[config.mk]
export PLATFORM = sky130hd
export DESIGN_NAME = link_ctrl_regs
export DESIGN_NICKNAME = d
export VERILOG_FILES = /design/src/pkg/link_ctrl_pkg.sv /design/src/rtl/link_ctrl_regs.sv
export VERILOG_INCLUDE_DIRS = /design/src /design/src/pkg
export SDC_FILE = /design/constraint.sdc
export NUM_CORES = 1
export LEC_CHECK = 0
export BUFFER_PORTS_ARGS = -buffer_cell sky130_fd_sc_hd__buf_2
export CAP_MARGIN = 40
export CORE_MARGIN = 1
export CORE_UTILIZATION = 56
export CTS_BUF_LIST = sky130_fd_sc_hd__clkbuf_8
export DETAILED_ROUTE_END_ITERATION = 10
export PLACE_DENSITY = 0.78
export SLEW_MARGIN = 30
export SYNTH_ARGS = -nofsm -noshare
export SYNTH_HDL_FRONTEND = slang
export SYNTH_SLANG_ARGS = --single-unit
export TNS_END_PERCENT = 20
[constraint.sdc]
create_clock -name clock -period 2.6 [get_ports clock]
set_clock_uncertainty 0.15 [all_clocks]
set_input_delay 0.52 -clock clock [delete_from_list [all_inputs] [get_ports clock]]
set_output_delay 0.52 -clock clock [all_outputs]
set_load 0.05 [all_outputs]
[src/pkg/link_ctrl_consts.svh]
// Offsets, field positions, reset values and timing counts
// Assumes a 250 MHz clock and 16-bit management register words
`ifndef LINK_CTRL_CONSTS_SVH
`define LINK_CTRL_CONSTS_SVH
`define OFS_FEC_DECODER_CTRL 11'h510
`define OFS_LOW_POWER_CODE_SELECT 11'h514
`define OFS_LOW_POWER_CODE_COUNT 11'h515
`define OFS_LINK_UP_UPPER_WAIT 11'h518
`define OFS_GIGABIT_LINK_CTRL 11'h519
`define OFS_COMPLIANCE_PATTERN_CTRL 11'h531
`define RST_FEC_DECODER_CTRL 16'h2d50
`define RST_LOW_POWER_CODE_SELECT 16'h08e3
`define RST_LOW_POWER_CODE_COUNT 16'h0808
`define RST_LINK_UP_UPPER_WAIT 16'h17ce
`define RST_GIGABIT_LINK_CTRL 16'h003d
`define RST_COMPLIANCE_PATTERN_CTRL 16'h0000
`define MASK_FEC_DECODER_CTRL 16'hffff
`define MASK_LOW_POWER_CODE_SELECT 16'h0fff
`define MASK_LOW_POWER_CODE_COUNT 16'h7f7f
`define MASK_LINK_UP_UPPER_WAIT 16'hffff
`define MASK_GIGABIT_LINK_CTRL 16'h7fff
`define MASK_COMPLIANCE_PATTERN_CTRL 16'h01ff
`define BIT_FEC_SKIP 15
`define MSB_OUT_WAKE 11
`define MSB_OUT_SLEEP 8
`define MSB_IN_WAKE 5
`define MSB_IN_SLEEP 2
`define MSB_WAKE_TH 14
`define MSB_SLEEP_TH 6
`define BIT_FORCE_VAL 11
`define BIT_FORCE_EN 10
`define BIT_PATTERN_ORDER 8
`define TIMER_UNIT_US 16
`define CLOCK_MHZ 250
`define CYCLES_PER_UNIT (`TIMER_UNIT_US * `CLOCK_MHZ)
`endif

[src/pkg/link_ctrl_pkg.sv]
// Types shared by the link control register block
// Assumes the constants header is compiled alongside
`default_nettype none
package link_ctrl_pkg;
  typedef struct packed {
    logic req;
    logic wr;
    logic [10:0] addr;
    logic [15:0] wdata;
  } mgmt_req_s;
  typedef struct packed {
    logic [2:0] code;
    logic valid;
  } code_group_s;
  typedef enum logic [1:0] {
    wait_idle,
    wait_min,
    wait_max,
    wait_done
  } link_wait_e;
endpackage : link_ctrl_pkg
`default_nettype wire

[src/rtl/link_ctrl_regs.sv]
// Gigabit link control registers and the logic they steer
// Assumes a single-cycle management port synchronous to clock
// How it works
// Bit 15 of the decoder control register set makes receive bypass FEC.
// Bits 11-9 of the code select register are the wake code sent out.
// Bits 8-6 of the code select register are the sleep code sent out.
// A received code equal to bits 5-3 is taken as a wake indication.
// A received code equal to bits 2-0 is taken as a sleep indication.
// Wake received is flagged once the run of wake codes reaches bits 14-8.
// Sleep received is flagged once the run of sleep codes reaches bits 6-0.
// The link-up upper wait lasts the 16-bit field times 16 us.
// The link-up lower wait lasts bits 7-0 times 16 us.
// With force enable bit 10 set, link status is the software value.
// The forced value in bit 11 is ignored while bit 10 is clear.
// Pattern four sends T1 then T2 when bit 8 is 0, else T2 then T1.
// Pattern seven sends the 8-bit data in bits 7-0.
`include "link_ctrl_consts.svh"
`default_nettype none
module link_ctrl_regs
  import link_ctrl_pkg::*;
#(
  parameter int UNIT_CYCLES = `CYCLES_PER_UNIT
) (
  input wire logic clock,
  input wire logic rst,
  input wire mgmt_req_s mgmt,
  output logic [15:0] mgmt_rdata,
  output logic mgmt_ack,
  input wire code_group_s rx_group,
  input wire logic link_up_start,
  input wire logic link_stat_internal,
  output logic fec_decoder_skip,
  output logic [2:0] outgoing_wake_code,
  output logic [2:0] outgoing_sleep_code,
  output logic wake_cmd_received,
  output logic sleep_cmd_received,
  output logic min_wait_done,
  output logic max_wait_expired,
  output logic link_stat,
  output logic pattern_four_order,
  output logic [7:0] pattern_seven_data
);
  // ===========================================================
  // Register storage
  logic [15:0] fec_ctrl_ff, code_sel_ff, code_cnt_ff;
  logic [15:0] upper_wait_ff, link_ctrl_ff, pattern_ff;
  logic [5:0] sel;
  logic wr_en;
  logic rd_en;

  // One-hot register select, all zero for an unmapped offset
  function automatic logic [5:0] reg_select(input logic [10:0] addr);
    if (addr == `OFS_FEC_DECODER_CTRL) begin
      reg_select = 6'h01;
    end else if (addr == `OFS_LOW_POWER_CODE_SELECT) begin
      reg_select = 6'h02;
    end else if (addr == `OFS_LOW_POWER_CODE_COUNT) begin
      reg_select = 6'h04;
    end else if (addr == `OFS_LINK_UP_UPPER_WAIT) begin
      reg_select = 6'h08;
    end else if (addr == `OFS_GIGABIT_LINK_CTRL) begin
      reg_select = 6'h10;
    end else if (addr == `OFS_COMPLIANCE_PATTERN_CTRL) begin
      reg_select = 6'h20;
    end else begin
      reg_select = 6'h00;
    end
  endfunction : reg_select

  // Read-only reserved bits are dropped on the way in
  function automatic logic [15:0] merge(input logic [15:0] mask,
                                        input logic [15:0] d);
    merge = d & mask;
  endfunction : merge

  assign sel = reg_select(mgmt.addr);
  assign wr_en = mgmt.req && mgmt.wr;
  assign rd_en = mgmt.req && !mgmt.wr;

  always_ff @(posedge clock) begin
    if (rst) begin
      fec_ctrl_ff <= `RST_FEC_DECODER_CTRL;
    end else if (wr_en && sel[0]) begin
      fec_ctrl_ff <= merge(`MASK_FEC_DECODER_CTRL, mgmt.wdata);
    end
  end

  always_ff @(posedge clock) begin
    if (rst) begin
      code_sel_ff <= `RST_LOW_POWER_CODE_SELECT;
    end else if (wr_en && sel[1]) begin
      code_sel_ff <= merge(`MASK_LOW_POWER_CODE_SELECT, mgmt.wdata);
    end
  end

  always_ff @(posedge clock) begin
    if (rst) begin
      code_cnt_ff <= `RST_LOW_POWER_CODE_COUNT;
    end else if (wr_en && sel[2]) begin
      code_cnt_ff <= merge(`MASK_LOW_POWER_CODE_COUNT, mgmt.wdata);
    end
  end

  always_ff @(posedge clock) begin
    if (rst) begin
      upper_wait_ff <= `RST_LINK_UP_UPPER_WAIT;
    end else if (wr_en && sel[3]) begin
      upper_wait_ff <= merge(`MASK_LINK_UP_UPPER_WAIT, mgmt.wdata);
    end
  end

  always_ff @(posedge clock) begin
    if (rst) begin
      link_ctrl_ff <= `RST_GIGABIT_LINK_CTRL;
    end else if (wr_en && sel[4]) begin
      link_ctrl_ff <= merge(`MASK_GIGABIT_LINK_CTRL, mgmt.wdata);
    end
  end

  always_ff @(posedge clock) begin
    if (rst) begin
      pattern_ff <= `RST_COMPLIANCE_PATTERN_CTRL;
    end else if (wr_en && sel[5]) begin
      pattern_ff <= merge(`MASK_COMPLIANCE_PATTERN_CTRL, mgmt.wdata);
    end
  end

  // ===========================================================
  // Read path, unmapped reads return zero
  always_ff @(posedge clock) begin
    if (rst) begin
      mgmt_rdata <= 16'h0000;
      mgmt_ack <= 1'b0;
    end else begin
      mgmt_ack <= mgmt.req;
      if (rd_en) begin
        if (sel[0]) begin
          mgmt_rdata <= fec_ctrl_ff;
        end else if (sel[1]) begin
          mgmt_rdata <= code_sel_ff;
        end else if (sel[2]) begin
          mgmt_rdata <= code_cnt_ff;
        end else if (sel[3]) begin
          mgmt_rdata <= upper_wait_ff;
        end else if (sel[4]) begin
          mgmt_rdata <= link_ctrl_ff;
        end else if (sel[5]) begin
          mgmt_rdata <= pattern_ff;
        end else begin
          mgmt_rdata <= 16'h0000;
        end
      end
    end
  end

  // ===========================================================
  // Static controls
  always_ff @(posedge clock) begin
    if (rst) begin
      fec_decoder_skip <= 1'b0;
      outgoing_wake_code <= 3'h4;
      outgoing_sleep_code <= 3'h3;
    end else begin
      fec_decoder_skip <= fec_ctrl_ff[`BIT_FEC_SKIP];
      outgoing_wake_code <=
        code_sel_ff[`MSB_OUT_WAKE -: 3];
      outgoing_sleep_code <=
        code_sel_ff[`MSB_OUT_SLEEP -: 3];
    end
  end

  // Test pattern controls
  always_ff @(posedge clock) begin
    if (rst) begin
      pattern_four_order <= 1'b0;
      pattern_seven_data <= 8'h00;
    end else begin
      pattern_four_order <= pattern_ff[`BIT_PATTERN_ORDER];
      pattern_seven_data <= pattern_ff[7:0];
    end
  end

  // Forced value only counts while force enable is set
  always_ff @(posedge clock) begin
    if (rst) begin
      link_stat <= 1'b0;
    end else if (link_ctrl_ff[`BIT_FORCE_EN]) begin
      link_stat <= link_ctrl_ff[`BIT_FORCE_VAL];
    end else begin
      link_stat <= link_stat_internal;
    end
  end

  // ===========================================================
  // Wake and sleep code run counters
  logic [6:0] wake_run_ff, sleep_run_ff;
  logic [2:0] incoming_wake_code, incoming_sleep_code;
  logic [6:0] wake_run_threshold, sleep_run_threshold;
  logic is_wake, is_sleep;
  assign incoming_wake_code = code_sel_ff[`MSB_IN_WAKE -: 3];
  assign incoming_sleep_code = code_sel_ff[`MSB_IN_SLEEP -: 3];
  assign wake_run_threshold = code_cnt_ff[`MSB_WAKE_TH -: 7];
  assign sleep_run_threshold = code_cnt_ff[`MSB_SLEEP_TH -: 7];
  assign is_wake = rx_group.valid &&
                   (rx_group.code == incoming_wake_code);
  assign is_sleep = rx_group.valid &&
                    (rx_group.code == incoming_sleep_code);

  function automatic logic [6:0] run_step(input logic [6:0] cnt,
                                          input logic hit);
    if (!hit) begin
      run_step = 7'h00;
    end else if (cnt == 7'h7f) begin
      run_step = cnt;
    end else begin
      run_step = cnt + 7'h01;
    end
  endfunction : run_step

  // Idle cycles leave runs alone; any other valid group restarts them
  always_ff @(posedge clock) begin
    if (rst) begin
      wake_run_ff <= 7'h00;
      wake_cmd_received <= 1'b0;
    end else if (rx_group.valid) begin
      wake_run_ff <= run_step(wake_run_ff, is_wake);
      wake_cmd_received <= is_wake &&
        (run_step(wake_run_ff, 1'b1) >= wake_run_threshold);
    end
  end

  always_ff @(posedge clock) begin
    if (rst) begin
      sleep_run_ff <= 7'h00;
      sleep_cmd_received <= 1'b0;
    end else if (rx_group.valid) begin
      sleep_run_ff <= run_step(sleep_run_ff, is_sleep);
      sleep_cmd_received <= is_sleep &&
        (run_step(sleep_run_ff, 1'b1) >= sleep_run_threshold);
    end
  end

  // ===========================================================
  // Link-up wait timers in 16 us units
  link_wait_e wait_state_ff;
  logic [15:0] unit_cnt_ff;
  logic [31:0] prescale_ff;
  logic unit_tick;
  assign unit_tick = (prescale_ff == 32'(UNIT_CYCLES - 1));

  always_ff @(posedge clock) begin
    if (rst || wait_state_ff == wait_idle || unit_tick) begin
      prescale_ff <= 32'h0;
    end else begin
      prescale_ff <= prescale_ff + 32'h1;
    end
  end

  // Elapsed units, frozen once the upper wait expires
  always_ff @(posedge clock) begin
    if (rst || link_up_start) begin
      unit_cnt_ff <= 16'h0000;
    end else if (unit_tick && (wait_state_ff == wait_min ||
                               wait_state_ff == wait_max)) begin
      unit_cnt_ff <= unit_cnt_ff + 16'h0001;
    end
  end

  // Limits are read live, so a rewrite mid-wait applies at once
  always_ff @(posedge clock) begin
    if (rst) begin
      wait_state_ff <= wait_idle;
      min_wait_done <= 1'b0;
      max_wait_expired <= 1'b0;
    end else if (link_up_start) begin
      wait_state_ff <= wait_min;
      min_wait_done <= 1'b0;
      max_wait_expired <= 1'b0;
    end else begin
      case (wait_state_ff)
        wait_idle: begin
        end
        wait_min, wait_max: begin
          if (unit_cnt_ff >= {8'h00, link_ctrl_ff[7:0]}) begin
            min_wait_done <= 1'b1;
            wait_state_ff <= wait_max;
          end
          if (unit_cnt_ff >= upper_wait_ff) begin
            max_wait_expired <= 1'b1;
            wait_state_ff <= wait_done;
          end
        end
        wait_done: begin
        end
        default: wait_state_ff <= wait_idle;
      endcase
    end
  end
endmodule : link_ctrl_regs
`default_nettype wire

==> out/qor.txt <==
max_slew headroom: 51.7%
period utilization: 98.1%
GP Congestion: 0.917
min cycle time layout: 2.55 ns
Final nets: 1220
XOR/XNOR Fraction of Synth Area: 4.46%
Synth Area in Simple Gates: 24.9%
Post-Syn Area: 8830 um^2
Total GRT Usage: 27.6%
NetSw: 0.00133 W
Worst Setup End Kind: flip-flop
P per Cell Area: 518 nW/um^2
largest net degree at the start of global routing: 91
wirelength, routed: 21600 um
first-pass GRT wire length: 35400 um
DRC viols: 0
Worst-Skew Late Latency: 0.48 ns
Initial Utilization: 57.6%
Syn Area/Cell: 8.38 um^2
Core Util, Final: 65.9%
ys async rst share: 0%
Yosys reg bits: 184
post-DP HPWL: 15600 um
total grt overflow: 0
Post-CTS Setup Repair Bufs: 0
Mapped Cells: 1053
Adder-Cell Fraction of Synth Area: 6.09%
Max-cap violations: 0
Reg clk slew, reported paths: 0.10 ns
Non-Filler Instances: 1365
Num CTS Buffers: 17
Yosys Warn Count: 0
placed cell count: 1332
Final Slew Violations: 0
die footprint: 16300 um^2
Leak Pwr: 4.12 nW
vias in the first global route: 7188
area grow syn2layout: 14.3%
initial antenna violation count: 2
area of the multi-input gates: 4780 um^2
Internal: 0.00389 W
slew of the pin with the lowest slew margin: 0.724 ns
DR pass1 iterations: 5
Core Box Area: 15300 um^2
Critical Path AT: 2.79 ns
f_max: 392 MHz
CTS Buffer Depth: 2
cells taking the most area after synthesis: dfxtp_1 (42%), ha_1 (6.1%), nand2_1 (5.9%), nor2_1 (5.1%), mux2i_1 (4.2%)
switch share: 25.4%
Comb pwr share: 5.8%
post-synthesis sequential area ratio: 41.7%
Reg power frac: 54.5%
largest family of logic cells by synthesized area: simple AND/OR/NAND/NOR gates
status: completed
row cnt: 45
overall via count from detail_route: 7747
share of cells above drive strength 1: 15.4%
Ports: 75
post-synthesis mux area share: 4.45%
critical path type: flip-flop to flip-flop
fill count: 1273
leading area contributor after synthesis: dfxtp_1
RSZ-0062 raised after global routing: yes
cts hold-fix bufs: 0
clock power share: 39.7%
Hold Crit Class: input pin to flip-flop
cell chosen for the clock root: clkbuf_8
top-area cell type share of the netlist area: 41.7%
routed len/inst: 15.9 um
Crit Path Max Fanout: 4
Synth Flop Type: dfxtp_1
Synth Area in Compound Gates: 13.7%
drt initial violations: 569
# setup viols final: 0
CTS tree: built
H-tree depth: 4
startpoint types: flip-flop
Port Buffers: 74
number of flops mapped to enable cells by yosys: 0
Unique masters post-synth: 56
Worst EP required: 2.84 ns
Chip Height: 128 um
final hold vios: 0
Routed Antenna Nets: 0
Max IR drop VDD: 0.000427 V
Die Wd: 128 um
Vias per Instance: 5.68
Sink Count: 184
register area: 3690 um^2
syn nets: 1133
## critical path: stages (launching register included)
cell and delay [ns]:
dfxtp_2 0.35, ha_1 0.18, and4_2 0.27, nand3_2 0.11
mux2_2 0.35, ha_1 0.28, a21o_1 0.10, a211oi_1 0.06
or3_1 0.39, a221oi_2 0.22
## final cells by class
cell class / count / area share [%]
inverter: 51 / 1.90
timing repair buffer: 121 / 7.31
tap: 211 / 2.62
multi-input combinational: 765 / 47.4
clock buffer: 17 / 2.32
antenna: 1 / 0.0248
sequential: 184 / 36.5
clock inverter: 15 / 1.91
## power groups by stage
stage / Combinational [W] / Sequential [W] / Clock, W
2_1_floorplan: 0.000133 / 0.00296 / 0
3_3_place_gp: 0.000296 / 0.00291 / 0
3_5_place_dp: 0.000300 / 0.00291 / 0
4_1_cts: 0.000301 / 0.00284 / 0.00210
5_1_grt: 0.000326 / 0.00285 / 0.00223
6_report: 0.000304 / 0.00284 / 0.00207
## worst paths after layout
kind / from / to / slack, ns / depth (start not counted)
setup / recovery: sleep_run_ff[1] / sleep_cmd_received / 0.05 / 9
setup reg to reg: sleep_run_ff[1] / sleep_cmd_received / 0.05 / 9
hold reg to reg: min_wait_done / min_wait_done / 0.30 / 2
hold / removal: mgmt[15] / fec_ctrl_ff[15] / 0.16 / 3
## kinds of logic (layout without fill, tap and decap cells)
kind of cell	Yosys count	count (layout)
adders and majority gates	43	43
AOI/OAI and AO/OA	186	186
muxes	39	39
other	0	1
DFF	184	184
xor gates and xnor gates	45	45
and+or+nand+nor	452	452
buffers and inverters	104	204
## registers in the layout, indices dropped and copies added, names as in the netlist, 7 cells and up
register	count
fec_ctrl_ff	16
prescale_ff	32
pattern_ff	9
sleep_run_ff	7
link_ctrl_ff	15
code_cnt_ff	14
pattern_seven_data	8
code_sel_ff	12
mgmt_rdata	16
upper_wait_ff	16
unit_cnt_ff	16
wake_run_ff	7
## cell usage in the layout, fill, tap and decap left out, types with 9 or more instances in the layout
cell and count:
xor2_1 27, o21ai_0 24, ha_1 42, dfxtp_1 182
nor3_1 15, nand3b_1 13, a211o_1 18, clkbuf_8 17
a211oi_1 12, or3_1 18, nor2_1 119, nand3_1 43
buf_4 47, buf_2 73, mux2i_1 37, nor2b_1 17
a31oi_1 9, xnor2_1 18, inv_1 51, and3_1 13
a21oi_1 73, nand2_1 139, nand4_1 20, nand2b_1 10
## stage by stage
step / cell area [um^2] / power, W / hold slack (ns) / setup TNS (ns) / setup WS (ns)
after floorplan: 8830 / 0.00309 / 0.280 / 0 / 0.0766
after global placement: 9620 / 0.00320 / 0.282 / 0 / 0.0776
after detailed placement: 9620 / 0.00321 / 0.286 / -0.0117 / -0.0117
after CTS: 10000 / 0.00525 / 0.139 / 0 / 0.00555
after global routing: 10100 / 0.00541 / 0.150 / -0.0610 / -0.0433
final: 10100 / 0.00522 / 0.164 / 0 / 0.0490
## synth_stat cells (all sizes together) (12+ instances only)
| library cell | number |
|---|---|
| dfxtp | 184 |
| nand2 | 139 |
| nor2 | 119 |
| a21oi | 73 |
| inv | 50 |
| nand3 | 45 |
| ha | 43 |
| mux2i | 37 |
| clkbuf | 36 |
| xor2 | 27 |
| o21ai | 24 |
| nand4 | 20 |
| a211o | 18 |
| or3 | 18 |
| xnor2 | 18 |
| buf | 17 |
| nor2b | 17 |
| nor3 | 17 |
| and3 | 13 |
| nand3b | 13 |
| a211oi | 12 |
## what timing repair did
item,4_1_cts,5_1_grt
setup endpoints to repair,1,2
resized for setup,1,11
pin swaps,0,1
## routing by layer
layer  routed length (um)  vias up  GRT usage [%]
met2                10300      220           45.4
met5                   12        -              0
met3                 1220       38           5.95
li1                     -     3854              -
met4                  537        2           11.3
met1                 9620     3633           35.0
No activity file was read; power rests on OpenSTA's default activity.
